--- src/wdpcs_cfg.svh ---
// constant definitions for the protected watchdog
`ifndef WDPCS_CFG_SVH
`define WDPCS_CFG_SVH

`define WDP_MCLK_HZ        50000000
`define WDP_SLOW_HZ        125000
`define WDP_AW             5
`define WDP_A_REFRESH      5'h00
`define WDP_A_START        5'h04
`define WDP_A_PROTECT      5'h08
`define WDP_A_CLKCTRL      5'h0C
`define WDP_A_PMODE        5'h10
`define WDP_A_WDCTRL       5'h14
`define WDP_A_STATUS       5'h18
`define WDP_CW             15
`define WDP_RELOAD_NORM    15'h7FFF
`define WDP_RELOAD_PROT    15'h0FFF
`define WDP_REFRESH_ARM    8'h00
`define WDP_REFRESH_FIRE   8'hFF
`define WDP_OPT_AUTOSTART  0
`define WDP_OPT_PROTECT    7
`define WDP_B_PROTECT      0
`define WDP_B_STOP_REQ     0
`define WDP_B_SLOW_STOP    4
`define WDP_B_UF_ACTION    2
`define WDP_B_PRE_RATIO    7
`define WDP_DIV_LO         7'h0F
`define WDP_DIV_HI         7'h7F

`endif

--- src/wdpcs_pkg.sv ---
// types shared by the protected watchdog
`default_nettype none
package wdpcs_pkg;

    typedef struct packed {
        logic protect;
        logic stop_req;
        logic slow_stop;
        logic uf_action;
        logic pre_ratio;
    } wdpcs_ctrl_t;

    typedef enum logic [1:0] {
        WDPCS_ARM_IDLE = 2'h1,
        WDPCS_ARM_GOT0 = 2'h2
    } wdpcs_arm_t;

endpackage : wdpcs_pkg
`default_nettype wire

--- src/wdpcs_prescaler.sv ---
// cpu clock prescaler, divide by 16 or 128
`default_nettype none
`include "wdpcs_cfg.svh"
module wdpcs_prescaler (
    // clock and reset
    input  wire logic mclk,
    input  wire logic resetn,
    // control
    input  wire logic enable,
    input  wire logic ratio_sel,
    // output
    output logic      tick
);
    logic [6:0] cnt_reg;
    logic [6:0] last;

    assign last = ratio_sel ? `WDP_DIV_HI : `WDP_DIV_LO;
    assign tick = enable && (cnt_reg >= last);

    // cleared by reset and at the end of each period, never by a refresh
    always_ff @(posedge mclk) begin
        if (!resetn) begin
            cnt_reg <= 7'h00;
        end else if (enable) begin
            cnt_reg <= tick ? 7'h00 : cnt_reg + 7'h01;
        end
    end
endmodule : wdpcs_prescaler
`default_nettype wire

--- src/wdpcs_top.sv ---
// watchdog with count source protection, avalon-mm registers
`default_nettype none
`include "wdpcs_cfg.svh"

module wdpcs_top #(
    parameter int SLOW_DIV = `WDP_MCLK_HZ / `WDP_SLOW_HZ
) (
    // clock and reset
    input  wire logic                mclk,
    input  wire logic                resetn,
    // avalon-mm slave
    input  wire logic [`WDP_AW-1:0]  avs_address,
    input  wire logic                avs_read,
    input  wire logic                avs_write,
    input  wire logic [31:0]         avs_writedata,
    output logic      [31:0]         avs_readdata,
    output logic                     avs_waitrequest,
    // option word and system state
    input  wire logic [7:0]          boot_option_word,
    input  wire logic                cpu_clock_run,
    input  wire logic                wait_mode,
    input  wire logic                stop_wake,
    // system outputs
    output logic                     stop_mode_req,
    output logic                     slow_osc_run,
    output logic                     wdt_reset,
    output logic                     wdt_irq
);
    wdpcs_pkg::wdpcs_ctrl_t ctrl_reg;
    wdpcs_pkg::wdpcs_arm_t  arm_reg;
    logic [`WDP_CW-1:0]     count_reg;
    logic [`WDP_CW-1:0]     count_next;
    logic [7:0]             opt_reg;
    logic                   running_reg;
    logic                   ack_reg;
    logic [31:0]            readdata_reg;
    logic                   wdt_reset_reg;
    logic                   wdt_irq_reg;
    logic [15:0]            slow_cnt_reg;
    logic                   slow_tick;
    logic                   pre_tick;
    logic                   pre_en;
    logic                   tick;
    logic                   underflow;
    logic                   wr_acc;
    logic                   rd_acc;
    logic                   refresh_fire;
    logic                   protect_set;
    logic                   stopped;

    // register decode
    function automatic logic hit(input logic [`WDP_AW-1:0] a, input logic [`WDP_AW-1:0] r);
        hit = (a == r);
    endfunction : hit

    // one wait state per access
    assign avs_waitrequest = (avs_read || avs_write) && !ack_reg;
    assign wr_acc          = avs_write && ack_reg;
    assign rd_acc          = avs_read && ack_reg;
    assign avs_readdata    = readdata_reg;

    always_ff @(posedge mclk) begin
        if (!resetn) begin
            ack_reg <= 1'b0;
        end else begin
            ack_reg <= (avs_read || avs_write) && !ack_reg;
        end
    end

    always_ff @(posedge mclk) begin
        if (!resetn) begin
            readdata_reg <= 32'h0000_0000;
        end else if (avs_read && !ack_reg) begin
            readdata_reg <= 32'h0000_0000;
            case (1'b1)
                hit(avs_address, `WDP_A_PROTECT): begin
                    readdata_reg[`WDP_B_PROTECT] <= ctrl_reg.protect;
                end
                hit(avs_address, `WDP_A_CLKCTRL): begin
                    readdata_reg[`WDP_B_STOP_REQ]  <= ctrl_reg.stop_req;
                    readdata_reg[`WDP_B_SLOW_STOP] <= ctrl_reg.slow_stop;
                end
                hit(avs_address, `WDP_A_PMODE): begin
                    readdata_reg[`WDP_B_UF_ACTION] <= ctrl_reg.uf_action;
                end
                hit(avs_address, `WDP_A_WDCTRL): begin
                    readdata_reg[4:0]              <= count_reg[`WDP_CW-1:`WDP_CW-5];
                    readdata_reg[`WDP_B_PRE_RATIO] <= ctrl_reg.pre_ratio;
                end
                hit(avs_address, `WDP_A_STATUS): begin
                    readdata_reg[`WDP_CW-1:0] <= count_reg;
                    readdata_reg[16]          <= running_reg;
                    readdata_reg[31:24]       <= opt_reg;
                end
                default: begin
                    readdata_reg <= 32'h0000_0000;
                end
            endcase
        end
    end

    // option word caught while reset is held, no program path
    always_ff @(posedge mclk) begin
        if (!resetn) begin
            opt_reg <= boot_option_word;
        end
    end

    assign protect_set = wr_acc && hit(avs_address, `WDP_A_PROTECT)
                         && avs_writedata[`WDP_B_PROTECT] && !ctrl_reg.protect;

    // control bits with protection side effects
    always_ff @(posedge mclk) begin
        if (!resetn) begin
            ctrl_reg.protect   <= !boot_option_word[`WDP_OPT_PROTECT];
            ctrl_reg.stop_req  <= 1'b0;
            ctrl_reg.slow_stop <= !boot_option_word[`WDP_OPT_PROTECT] ? 1'b0 : 1'b1;
            ctrl_reg.uf_action <= !boot_option_word[`WDP_OPT_PROTECT];
            ctrl_reg.pre_ratio <= 1'b0;
        end else begin
            if (protect_set) begin
                ctrl_reg.protect   <= 1'b1;
                ctrl_reg.slow_stop <= 1'b0;
                ctrl_reg.uf_action <= 1'b1;
            end
            if (wr_acc && hit(avs_address, `WDP_A_CLKCTRL) && !ctrl_reg.protect) begin
                ctrl_reg.stop_req  <= avs_writedata[`WDP_B_STOP_REQ];
                ctrl_reg.slow_stop <= avs_writedata[`WDP_B_SLOW_STOP];
            end else if (stop_wake) begin
                ctrl_reg.stop_req  <= 1'b0;
            end
            if (wr_acc && hit(avs_address, `WDP_A_PMODE) && !ctrl_reg.protect) begin
                ctrl_reg.uf_action <= avs_writedata[`WDP_B_UF_ACTION];
            end
            if (wr_acc && hit(avs_address, `WDP_A_WDCTRL)) begin
                ctrl_reg.pre_ratio <= avs_writedata[`WDP_B_PRE_RATIO];
            end
        end
    end

    // stop mode never granted while protected
    assign stop_mode_req = ctrl_reg.stop_req && !ctrl_reg.protect;
    assign stopped       = stop_mode_req;
    assign slow_osc_run  = !ctrl_reg.slow_stop;

    // start state after reset, start register write
    always_ff @(posedge mclk) begin
        if (!resetn) begin
            running_reg <= !boot_option_word[`WDP_OPT_AUTOSTART];
        end else if (wr_acc && hit(avs_address, `WDP_A_START)) begin
            running_reg <= 1'b1;
        end
    end

    // refresh sequence
    always_ff @(posedge mclk) begin
        if (!resetn) begin
            arm_reg <= wdpcs_pkg::WDPCS_ARM_IDLE;
        end else if (wr_acc && hit(avs_address, `WDP_A_REFRESH)) begin
            case (arm_reg)
                wdpcs_pkg::WDPCS_ARM_IDLE: begin
                    if (avs_writedata[7:0] == `WDP_REFRESH_ARM) begin
                        arm_reg <= wdpcs_pkg::WDPCS_ARM_GOT0;
                    end
                end
                wdpcs_pkg::WDPCS_ARM_GOT0: begin
                    if (avs_writedata[7:0] != `WDP_REFRESH_ARM) begin
                        arm_reg <= wdpcs_pkg::WDPCS_ARM_IDLE;
                    end
                end
                default: begin
                    arm_reg <= wdpcs_pkg::WDPCS_ARM_IDLE;
                end
            endcase
        end
    end

    assign refresh_fire = wr_acc && hit(avs_address, `WDP_A_REFRESH)
                          && (arm_reg == wdpcs_pkg::WDPCS_ARM_GOT0)
                          && (avs_writedata[7:0] == `WDP_REFRESH_FIRE);

    // slow on-chip oscillator as enable pulse
    always_ff @(posedge mclk) begin
        if (!resetn) begin
            slow_cnt_reg <= 16'h0000;
        end else if (!slow_osc_run || slow_tick) begin
            slow_cnt_reg <= 16'h0000;
        end else begin
            slow_cnt_reg <= slow_cnt_reg + 16'h0001;
        end
    end
    assign slow_tick = slow_osc_run && (slow_cnt_reg == 16'(SLOW_DIV - 1));

    // prescaler runs on cpu clock once started, outside wait, stop and protection
    assign pre_en = running_reg && !ctrl_reg.protect && cpu_clock_run
                    && !wait_mode && !stopped;

    wdpcs_prescaler u_pre (
        .mclk      (mclk),
        .resetn    (resetn),
        .enable    (pre_en),
        .ratio_sel (ctrl_reg.pre_ratio),
        .tick      (pre_tick)
    );

    // count source select
    assign tick = ctrl_reg.protect ? (running_reg && slow_tick)
                                   : pre_tick;
    assign underflow = tick && (count_reg == '0);

    always_comb begin
        count_next = count_reg;
        if (protect_set) begin
            count_next = `WDP_RELOAD_PROT;
        end else if (refresh_fire || underflow) begin
            count_next = ctrl_reg.protect ? `WDP_RELOAD_PROT
                                          : `WDP_RELOAD_NORM;
        end else if (tick) begin
            count_next = count_reg - `WDP_CW'(1);
        end
    end

    always_ff @(posedge mclk) begin
        if (!resetn) begin
            count_reg <= !boot_option_word[`WDP_OPT_PROTECT] ? `WDP_RELOAD_PROT
                                                              : `WDP_RELOAD_NORM;
        end else begin
            count_reg <= count_next;
        end
    end

    // underflow action
    always_ff @(posedge mclk) begin
        if (!resetn) begin
            wdt_reset_reg <= 1'b0;
            wdt_irq_reg   <= 1'b0;
        end else begin
            wdt_reset_reg <= underflow && (ctrl_reg.protect || ctrl_reg.uf_action);
            wdt_irq_reg   <= underflow && !ctrl_reg.protect && !ctrl_reg.uf_action;
        end
    end
    assign wdt_reset = wdt_reset_reg;
    assign wdt_irq   = wdt_irq_reg;

    // checks
    chk_refresh_reload: assert property (@(posedge mclk) disable iff (!resetn)
        refresh_fire && !protect_set |=> count_reg == (ctrl_reg.protect ?
            `WDP_RELOAD_PROT : `WDP_RELOAD_NORM))
        else $error("refresh did not reload counter");

    chk_prot_load: assert property (@(posedge mclk) disable iff (!resetn)
        protect_set |=> ctrl_reg.protect && count_reg == `WDP_RELOAD_PROT)
        else $error("protect set did not load 0FFFh");

    chk_prot_osc: assert property (@(posedge mclk) disable iff (!resetn)
        ctrl_reg.protect |-> slow_osc_run)
        else $error("slow oscillator stopped while protected");

    chk_prot_action: assert property (@(posedge mclk) disable iff (!resetn)
        protect_set |=> ctrl_reg.uf_action [*2])
        else $error("underflow action not forced to reset");

    chk_prot_reset: assert property (@(posedge mclk) disable iff (!resetn)
        underflow && ctrl_reg.protect |=> wdt_reset && !wdt_irq)
        else $error("protected underflow did not reset");

    chk_stop_block: assert property (@(posedge mclk) disable iff (!resetn)
        ctrl_reg.protect && wr_acc && hit(avs_address, `WDP_A_CLKCTRL)
        |=> $stable(ctrl_reg.stop_req) && !stop_mode_req)
        else $error("stop request changed while protected");

    chk_sticky_prot: assert property (@(posedge mclk) disable iff (!resetn)
        ctrl_reg.protect |=> ctrl_reg.protect)
        else $error("protect enable cleared");

    chk_wait_freeze: assert property (@(posedge mclk) disable iff (!resetn)
        !ctrl_reg.protect && wait_mode && !wr_acc |=> $stable(count_reg))
        else $error("count moved in wait mode");

    chk_prot_step: assert property (@(posedge mclk) disable iff (!resetn)
        ctrl_reg.protect && slow_tick && running_reg && count_reg != '0 && !wr_acc
        |=> count_reg == $past(count_reg) - `WDP_CW'(1))
        else $error("protected count did not step");

    chk_irq_select: assert property (@(posedge mclk) disable iff (!resetn)
        underflow && !ctrl_reg.protect && !ctrl_reg.uf_action |=> wdt_irq && !wdt_reset)
        else $error("interrupt not raised on underflow");

    chk_auto_start: assert property (@(posedge mclk)
        !resetn && !boot_option_word[`WDP_OPT_AUTOSTART] |=> running_reg)
        else $error("auto start did not run");

    chk_hold_start: assert property (@(posedge mclk) disable iff (!resetn)
        !running_reg |-> !tick && !pre_en)
        else $error("counted before start");

    chk_osc_lock: assert property (@(posedge mclk) disable iff (!resetn)
        ctrl_reg.protect && wr_acc && hit(avs_address, `WDP_A_CLKCTRL)
        |=> $stable(ctrl_reg.slow_stop) && slow_osc_run)
        else $error("slow oscillator stop changed while protected");

    chk_prot_no_irq: assert property (@(posedge mclk) disable iff (!resetn)
        $past(ctrl_reg.protect) && ctrl_reg.protect |-> !wdt_irq)
        else $error("interrupt raised while protected");

    chk_prot_wait: assert property (@(posedge mclk) disable iff (!resetn)
        ctrl_reg.protect && running_reg && wait_mode && slow_tick && count_reg != '0
        && !wr_acc |=> count_reg == $past(count_reg) - `WDP_CW'(1))
        else $error("protected count stalled in wait mode");

    chk_action_lock: assert property (@(posedge mclk) disable iff (!resetn)
        ctrl_reg.protect |-> ctrl_reg.uf_action)
        else $error("underflow action not reset while protected");

    chk_option_fixed: assert property (@(posedge mclk) disable iff (!resetn)
        resetn |=> $stable(opt_reg))
        else $error("option word changed outside reset");

    chk_read_protect: assert property (@(posedge mclk) disable iff (!resetn)
        rd_acc && hit(avs_address, `WDP_A_PROTECT)
        |-> avs_readdata[`WDP_B_PROTECT] == ctrl_reg.protect)
        else $error("protect enable read back wrong");

    chk_stop_freeze: assert property (@(posedge mclk) disable iff (!resetn)
        !ctrl_reg.protect && stop_mode_req && !wr_acc |=> $stable(count_reg))
        else $error("count moved in stop mode");

endmodule : wdpcs_top
`default_nettype wire

--- config.mk ---
export PLATFORM = sky130hd
export DESIGN_NAME = wdpcs_top
export DESIGN_NICKNAME = d
export VERILOG_FILES = /design/src/wdpcs_pkg.sv /design/src/wdpcs_prescaler.sv /design/src/wdpcs_top.sv
export VERILOG_INCLUDE_DIRS = /design/src
export SDC_FILE = /design/constraint.sdc
export NUM_CORES = 1
export LEC_CHECK = 0
export BUFFER_PORTS_ARGS = -buffer_cell sky130_fd_sc_hd__buf_4
export CORE_ASPECT_RATIO = 0.6
export CORE_MARGIN = 8
export CORE_UTILIZATION = 35
export DETAILED_ROUTE_END_ITERATION = 6
export GPL_ROUTABILITY_DRIVEN = 1
export SLEW_MARGIN = 25
export SYNTH_ARGS = -nofsm -noshare
export SYNTH_HDL_FRONTEND = slang
export SYNTH_SLANG_ARGS = --single-unit
--- constraint.sdc ---
create_clock -name mclk -period 5.5 [get_ports mclk]
set_input_delay 0.55 -clock mclk [delete_from_list [all_inputs] [get_ports mclk]]
set_output_delay 0.55 -clock mclk [all_outputs]
set_load 0.02 [all_outputs]
Word-level counts from Yosys, hierarchy flattened. Cells that the tools add are included.

Logic and storage cells: 156. Output and inout port bits: 37. Bits in registers: 81.

Bitwise logic cells: 1. Reductions and logical operators: 46. Mux-type cells: 73. Magnitude comparators: 1. Equality and inequality tests: 17. Add/sub/neg operators: 3.

Operators with widths (number): 2-to-1 mux 15 bit (6); 2-to-1 mux 7 bit (7); 2-to-1 mux 1 bit (45); 2-to-1 mux 8 bit (5); logical AND 1 bit (27); adder 16 x 1 -> 16 bit, second input constant (1); == test 16 x 9 -> 1 bit, second input constant (1); 2-to-1 mux 2 bit (8); == test 5 bit, second input constant (3); logical NOT 15 bit (1); subtractor 15 x 1 -> 15 bit, second input constant (1); == test 5 x 4 -> 1 bit, second input constant (2); == test 8 bit, second input constant (1); logical NOT 1 bit (8); logical NOT 8 bit (1); nonzero test 8 bit (1); adder 7 x 1 -> 7 bit, second input constant (1); >= comparator 7 bit (1); inequality test 3 x 1 -> 1 bit, second input constant (2); == test 5 x 3 -> 1 bit, second input constant (1); logical NOT 5 bit (1); 2-to-1 mux 5 bit (1); logical OR 1 bit (4); inequality test 2 x 1 -> 1 bit, second input constant (2); other kinds (9) (10).

Logic depth before layout (Yosys ltp). Gate-level depths: netlist (run 1).

Depth in word-level cells: 12. Gate-level depth with buffers: 8.

Hierarchy. Synthesis (run 1) repeated with hierarchy kept, for this count alone.

Cells, all modules: 389. Area, all modules: 3858.7 um2.

Modules (own cells, without submodules): wdpcs_top (instances 1, area each 3444.6 um2, seq. area each 1751.7 um2, cells an instance 345); wdpcs_prescaler (instances 1, area each 414.1 um2, seq. area each 140.1 um2, cells an instance 44).

Least setup slack after synthesis (run 1). Ideal clock, no wire load.

Path type: reg2reg. From: register count_reg[10]. To: register count_reg[0], enable pin. Library setup time: 375 ps. Required time: 5125 ps. Slack: 3065 ps. Stages on the path, launching flop included: 6. Data arrival time: 2061 ps. Clock period less this slack: 2435 ps. Path through: edfxtp_1 > nor4_4 > nand3b_1 > or4_4 > a21o_4 > nand4_1.

Longest elaborated chain between the ends: 4.

Ends and longest elaborated chain: start, declared (RTL line wdpcs_top.sv:31) `` logic [`WDP_CW-1:0] count_reg; ``; start signal, assigned (RTL line wdpcs_top.sv:225) `` count_reg <= !boot_option_word[`WDP_OPT_PROTECT] ? `WDP_RELOAD_PROT ``; start signal, assigned (RTL line wdpcs_top.sv:228) `count_reg <= count_next;`; logical NOT 15 bit (RTL line wdpcs_top.sv:209) `assign underflow = tick && (count_reg == '0);`; logical AND 1 bit (RTL line wdpcs_top.sv:209); logical OR 1 bit (RTL line wdpcs_top.sv:215) `end else if (refresh_fire || underflow) begin`; inequality test 4 x 1 -> 1 bit (no line).

Every way passes these cells. A chain may end at the register's enable or synchronous reset.

Worst setup path in the final report (run 1).
From: register count_reg[10]. To: register count_reg[4], enable pin.

Same word-level chain as after synthesis.

==> results by stage, run 1 <==
Outcome:
- The run finished with clean final reports.

Critical path:
- The origin of the worst setup path is count_reg[10]$_SDFFCE_PP1P_.
- On the critical path the largest part of the delay comes from simple AND/OR/NAND/NOR gates.
- The critical path endpoint category is a register.
- The startpoint class of the critical path is a register.
- STA puts the critical path data required time at 5.47 ns.
- The endpoint identified for the worst register-to-register timing path is count_reg[4]$_SDFFCE_PP1P_.
- The largest single stage delay on the critical path is 0.65 ns.
- The critical path depth is 5.
- The largest individual stage delay along the critical path comes from the cell nand4_1.
- The path depth of the worst reg2reg path is 5.
- The setup check on the worst reg-to-reg path leaves a slack of 2.56 ns.
- The worst register-to-register path begins at count_reg[10]$_SDFFCE_PP1P_.
- Walking the worst path, the cells encountered are nor4_4 -> nand3b_1 -> or4_4 -> a21o_4 -> nand4_1.
- The critical path data arrival time is 2.91 ns.
- The start-to-end type of the worst setup path is reg2reg.
- The critical path endpoint is count_reg[4]$_SDFFCE_PP1P_.
- The maximum net fanout on the critical path is 15.
- The buffers plus inverters on the worst setup path is 0.

Yosys:
- In this run the cell area of the synthesized design comes to 3919 µm².
- The area fraction in compound gates after synthesis is 12.61%.
- Summing the sequential cell areas from Yosys gives 48.28% of the chip area.
- The mux cell area share after synthesis is 0.5109%.
- The xor and xnor fraction of the mapped netlist area is 6.481%.
- The netlist uses 63 different library cells.
- The adder and majority cell fraction of the synthesized area is 2.235%.
- The yosys synthesis warning count is 0.
- The number of enable-type register cells in the synthesized netlist is 27.
- The top flip-flop cell by instance count after synthesis is dfxtp_1.
- The synthesized netlist cell count is 399.
- The fraction of registers with async set/reset is 0%.
- The main combinational cell family by area after synthesis is simple AND/OR/NAND/NOR gates.
- A synthesized cell averages 9.821 µm².
- After synthesis the netlist holds a flip-flop and latch count of 81.
- Of the total synthesized cell area, the portion taken by AND, OR, NAND and NOR gates is 25.38%.

Die:
- For this design the top-level I/O count stands at 89.
- The initial core utilization is 35.27%.
- The vertical die dimension is 97.96 µm.
- After floorplanning, the core was sized to cover 11,110 µm².
- The die footprint is 14,950 µm².
- Row generation in the floorplan step produced 30 rows.
- In this run the horizontal extent of the chip is 152.6 µm.

Route:
- Dividing the detail-routed wire length by the instance count gives 16.30 µm.
- The routed layout has 3,058 vias.
- The detail route stage leaves a number of antenna-violating nets equal to 0.
- For this run, the detailed router's first-pass iteration total came to 5.
- The total routed wirelength is 9810 µm.
- The detailed router finished its first iteration with 188 violations.
- The number of vias per cell is 5.080.
- After detailed routing, the number of remaining DRC violations is 0.

Timing:
- The final critical path takes up 53.47% of the cycle.
- The transition time at the pin with the least slew margin is 0.8841 ns.
- Derived from the worst setup path, the maximum achievable clock frequency is 0.3401 GHz.
- The worst-case headroom to the max-slew limit is 40.88%.
- The routed design could run at a clock period as short as 2.941 ns.
- On the final layout, the worst clock skew is 0.008890 ns.
- Setup repair after global routing left no endpoint under its margin.
- The summed negative setup slack over all endpoints is 0 ns.
- The final hold violation count was 0.
- The number of pins exceeding their max-slew limit in the final report is 0.
- The number of endpoints failing setup at the final stage is 0.

Layout:
- The number of inserted diodes is 0.
- The end-of-flow core utilization is 42.71%.
- The post-route non-filler standard cell count is 602.
- The number of flip-flops under the largest register name is 24.
- The share of final-layout standard cells stronger than drive strength 1 is 22.71%.
- The most common library cell in the layout ignoring fill and taps is nor2_1.
- Leaving out fill and tap cells, the most frequent cells in the layout are 62 x nor2_1, 58 x buf_4, 54 x dfxtp_1, 30 x nand2_1, 27 x edfxtp_1.
- Compared with the post-synthesis result, the final layout area differs by 21.10%.
- Fill cells in the final layout number 1,071.
- The net count of the finished layout is 512.

Placement:
- Routability-driven placement finished with a final weighted congestion of 0.7847.
- In this run the tool buffered the top-level ports with 56 buffer cells.
- In this run, placement finished with an instance count of 586.
- The HPWL after detailed placement is 7382 µm.

Pwr:
- The maximum VDD drop is 0.1571 mV.
- For this design the ratio of total power to cell area is 283.2 nW/µm².
- The leakage power summed over all cells is 1.720 nW.

Clock tree:
- After clock tree synthesis, the clock-pin slew on the worst setup and hold paths is 0.06 ns.
- In this run the post-CTS setup repair buffer count came out at 0.
- The insertion delay of the later-clocked pin in the worst-skew pair is 0.34 ns.
- TritonCTS created 9 clock buffers.
- The hold buffer count at CTS is 0.
- The longest clock path from root to sink contains 2 buffers.
- The clock tree root driver cell is clkbuf_16.
- The H-tree generated during clock tree synthesis spans 3 levels.
- Gates resized during post-CTS repair numbered 0.
- The sink count of the clock tree is 81.
- The TritonCTS clock tree is done.

GRT:
- The overall overflow remaining after global route is 0.
- Global routing used 13.44% of the available tracks across all layers.
- Entering global routing, the biggest net connects 37 pins.
- The via count of the first global-routing pass is 2,946.
- The first global-routing pass estimated 15,900 µm of wire.
- The initial antenna violation count was 0.

Hold path:
- Counting instances, the worst hold path has a depth of 1.
- The tightest min-delay check is of the in2reg type.

Flow run:
- The total of max-cap violations is 0.
-- synth_stat cells (4+ instances only) --
| master | n | area [µm²] |
|---|---|---|
| a22oi_1 | 24 | 180.2 |
| nor4_1 | 7 | 43.79 |
| inv_1 | 13 | 48.80 |
| a21oi_1 | 10 | 50.05 |
| dfxtp_1 | 54 | 1081 |
| o21ai_0 | 10 | 50.05 |
| xor2_1 | 15 | 131.4 |
| nor3_1 | 9 | 45.04 |
| nand2_1 | 30 | 112.6 |
| buf_4 | 8 | 60.06 |
| nand3_2 | 9 | 90.09 |
| xnor2_1 | 14 | 122.6 |
| edfxtp_1 | 27 | 810.8 |
| nand4_1 | 10 | 62.56 |
| clkbuf_1 | 9 | 33.78 |
| o31ai_1 | 4 | 30.03 |
| nand2b_1 | 4 | 25.02 |
| nand3_1 | 13 | 65.06 |
| nor2b_1 | 4 | 25.02 |
| ha_1 | 7 | 87.58 |
| nor2_1 | 62 | 232.7 |
-- worst reg2reg max path, cell delays in order, from the launching register on --
cell      delay (ns)
edfxtp_1        0.52
nor4_4          0.38
nand3b_1        0.18
or4_4           0.54
a21o_4          0.29
nand4_1         0.65
-- through the flow --
step | power, mW | hold slack [ns] | instance area [µm²] | worst slack (ns)
after floorplan | 0.7085 | 0.4261 | 3945 | 3.065
after global placement | 0.7412 | 0.4482 | 4437 | 2.449
after detailed placement | 0.7433 | 0.4647 | 4437 | 2.405
after CTS | 1.359 | 0.3760 | 4743 | 2.547
after global routing | 1.392 | 0.3689 | 4746 | 2.432
final | 1.344 | 0.3859 | 4746 | 2.559
-- worst min path at each step --
stage	from	to
floorplan	slow_cnt_reg[0]$_SDFF_PP0_	slow_cnt_reg[0]$_SDFF_PP0_
global placement	slow_cnt_reg[0]$_SDFF_PP0_	slow_cnt_reg[0]$_SDFF_PP0_
detailed placement	avs_readdata[4]$_SDFFE_PN0P_	avs_readdata[4]$_SDFFE_PN0P_
CTS	boot_option_word[4]	opt_reg[4]$_DFFE_PN_
finish	boot_option_word[2]	opt_reg[2]$_DFFE_PN_
global route	boot_option_word[2]	opt_reg[2]$_DFFE_PN_
-- cells by family after synthesis --
| group | after synthesis |
|---|---|
| XOR/XNOR | 29 |
| flip-flops | 81 |
| AND/OR/NAND/NOR | 179 |
| adder cells (fa/ha/maj) | 7 |
| other | 1 |
| multiplexers | 2 |
| AO/OA/AOI/OAI | 65 |
| buffers and inverters | 35 |
-- final cells by class --
type	instances	area (µm²)	share of cell area [%]
clock buffer	12	257.7	5.431
multi-input combinational	290	1883	39.68
clock inverter	4	48.80	1.028
inverter	13	48.80	1.028
sequential	81	1892	39.86
tap	144	180.2	3.796
timing repair buffer	58	435.4	9.175
-- report_power, final --
part	internal, mW	switching [mW]	total [mW]
sequential	0.632	0.0103	0.642
combinational	0.0329	0.0555	0.0884
clock	0.379	0.234	0.613
total	1.04	0.300	1.34
-- routing by layer --
layer | up-vias | track usage, % | share of wire (%)
met2 | 102 | 17.72 | 39
met3 | 8 | 5.467 | 11
met5 | - | 0 | 0
met1 | 1425 | 19.38 | 49
li1 | 1523 | - | -
met4 | 0 | 3.631 | 0.76
(Power assumes the default switching activity.)
==> run 2: changes to the inputs <==
clock period = 2.4 ns   (was 5.5 ns; I/O delays follow)
==> run 2 against run 1 <==
Non-clock buffer count increased by 9. Largest cell class unchanged. Sequential power increased by 130%. Highest routed layer unchanged. Critical path type unchanged. Sequential cell count unchanged. Critical endpoint is now count_reg[6]$_SDFFCE_PP1P_. Cell count up 1.5%.
==> results by stage, run 2 (same netlist as run 1, synthesis figures left out) <==
Layout:
- Leaving out fill and tap cells, the most frequent cell in the layout is buf_4.
- The register with the most flip-flops in the layout has 24 of them.
- The number of fillers in the final layout is 1,088.
- The top cell types in the final layout, fill and taps aside, are 66 x buf_4, 62 x nor2_1, 54 x dfxtp_1, 30 x nand2_1, 27 x edfxtp_1.
- 0 antenna diodes ended up in the layout.
- The final net count is 521.
- The end-of-flow core utilization is 43.72%.
- The share of final-layout standard cells stronger than drive strength 1 is 24.41%.
- The layout-stage area growth over the synthesis result is 23.95%.

Clock tree:
- The sink count of the clock tree is 81.
- The clock tree synthesis step divided the H-tree into 3 levels.
- In this run the clock root is driven by a clkbuf_16.
- Once the clock tree was built, the setup fixing pass inserted 0 buffers.
- The maximum count of clock buffers along a single path is 2.
- The TritonCTS clock tree is done.
- Post-CTS repair changed the size of 0 cells.
- The clock buffer count from CTS is 9.
- The hold buffer count at CTS is 0.
- At the later pin of the worst-skew pair, clock insertion delay measures 0.34 ns.
- The clock transition at the registers of the reported paths is 0.06 ns.

Critical path:
- The startpoint class of the critical path is a register.
- Data on the critical path is required at its endpoint by 2.45 ns.
- In this run the critical register-to-register path is launched from count_reg[9]$_SDFFCE_PP1P_.
- The start-to-end type of the worst setup path is reg2reg.
- The worst register-to-register path ends at count_reg[6]$_SDFFCE_PP1P_.
- STA classifies the critical path endpoint as a register.
- The critical path data arrival time is 2.31 ns.
- The setup check on the worst reg-to-reg path leaves a slack of 0.14 ns.
- The path depth of the worst reg2reg path is 6.
- The maximum net fanout on the critical path is 15.

Timing:
- Setup repair after global routing left no endpoint under its margin.
- The number of pins exceeding their max-slew limit in the final report is 0.
- The transition time at the pin with the least slew margin is 0.5958 ns.
- The final hold violation count is 0.
- In the finished design, the share of the clock period the worst path needs comes to 94.28%.
- The minimum setup slack in the final design is 0.1372 ns.
- The timing-limited maximum frequency is 0.4419 GHz.
- Setup violations remaining at the end of the flow were counted as 0.
- The final critical-path required period is 2.263 ns.
- The summed negative setup slack over all endpoints is 0 ns.
- Across the routed clock network, the largest skew measured is 0.007644 ns.
- In this run the tightest slew margin relative to its limit is 60.17%.

Placement:
- In this run the tool buffered the top-level ports with 56 buffer cells.
- The placer congestion estimate is 0.8112.
- Before CTS, the worst setup slack after placement is 0.1579 ns.
- The HPWL after detailed placement is 7371 µm.

Pwr:
- The power per standard cell area is 658.0 nW/µm².
- Across the VDD grid, the largest voltage drop is 0.3310 mV.
- The leakage power summed over all cells is 1.782 nW.

GRT:
- After global routing the overflow that remains totals 0.
- The maximum number of pins on one net before global-route repair is 37.
- The via count of the first global-routing pass is 2,880.
- The initial antenna violation count was 0.
- For this run, the total global-route usage over all layers was measured as 13.05%.
- The first global-routing pass estimated 15,680 µm of wire.

Die:
- The vertical die dimension is 97.96 µm.
- The horizontal extent of the die is 152.6 µm.
- The initial core utilization is 35.27%.
- The die covers 14,950 µm².
- The initialized floorplan defines 30 standard-cell rows.
- For this design the top-level I/O count stands at 89.
- The area of the placeable core is 11,110 µm².

Route:
- In this run the remaining antenna-violating nets after routing total 0.
- The detailed router's first-iteration violation count is 220.
- The total iterations of the first detailed-routing run is 4.
- The total routed wirelength is 9700 µm.
- In the routed layout, each cell is associated on average with a via count of 5.085.
- The count of vias placed by the detailed router is 3,107.
- The average detailed-routed wire length per instance is 15.88 µm.
- In the routed design, unresolved DRC markers number 0.

Flow run:
- The total of max-cap violations is 0.

Outcome:
- The flow ran to the end, and the final reports show no timing, DRC or antenna violations.

Hold path:
- The startpoint of the tightest hold check path is boot_option_word[3].
- The path class of the tightest hold or removal check is in2reg.
- The instance count along the most critical hold path is 1.
- The path with the worst hold slack has its endpoint at opt_reg[3]$_DFFE_PN_.
==> run 2: cell types whose count changed in the layout (fill, tap and decap cells not counted) <==
cell,previous run,this run
clkbuf_1,2,0
buf_12,0,1
clkinv_4,0,2
inv_8,0,1
clkbuf_16,10,11
inv_6,1,0
nand2b_2,2,1
clkinv_2,2,0
buf_4,58,66
nand2b_1,3,4
inv_4,0,1
==> run 2: critical path, stage by stage (launching register included) <==
cell and delay (ns):
edfxtp_1 0.49, nor4_4 0.34, nand3b_1 0.15, or4_4 0.47
a21o_4 0.20, nand4_1 0.14, buf_12 0.17
==> run 2: worst max path at each step <==
stage	start	end
CTS	count_reg[9]$_SDFFCE_PP1P_	count_reg[14]$_DFFE_PP_
detailed placement	count_reg[9]$_SDFFCE_PP1P_	count_reg[4]$_SDFFCE_PP1P_
finish	count_reg[9]$_SDFFCE_PP1P_	count_reg[6]$_SDFFCE_PP1P_
global placement	count_reg[9]$_SDFFCE_PP1P_	count_reg[4]$_SDFFCE_PP1P_
global route	count_reg[9]$_SDFFCE_PP1P_	count_reg[6]$_SDFFCE_PP1P_
floorplan	count_reg[7]$_SDFFCE_PP1P_	count_reg[0]$_SDFFCE_PP1P_
==> run 2: metrics by stage <==
stage / hold slack [ns] / instances / power (mW) / area (µm²)
after floorplan: 0.3389 / 406 / 1.624 / 3945
after global placement: 0.4195 / 595 / 1.707 / 4517
after detailed placement: 0.4210 / 595 / 1.709 / 4517
after CTS: 0.06474 / 611 / 3.226 / 4857
after global routing: 0.06058 / 611 / 3.307 / 4857
final: 0.07801 / 611 / 3.196 / 4857
==> run 2: per-layer routing <==
metal | track usage [%] | up-vias | part of all wire, %
li1 | - | 1541 | -
met1 | 18.95 | 1468 | 53
met2 | 17.00 | 90 | 38
met3 | 4.850 | 8 | 7.3
met4 | 4.387 | 0 | 1.2
met5 | 0 | - | 0
==> run 2: power by group <==
part | total (mW) | internal, mW | switching, mW | leakage, nW
Clock | 1.52 | 0.943 | 0.572 | 0.168
Sequential | 1.47 | 1.45 | 0.0215 | 0.669
Combinational | 0.212 | 0.0818 | 0.130 | 0.944
==> run 2: cell type report <==
class | instances | area [µm²] | share of cell area, %
clock buffer | 11 | 275.3 | 5.667
clock inverter | 5 | 65.06 | 1.340
inverter | 13 | 48.80 | 1.005
multi-input combinational | 290 | 1881 | 38.72
sequential | 81 | 1892 | 38.95
tap | 144 | 180.2 | 3.709
timing repair buffer | 67 | 515.5 | 10.61
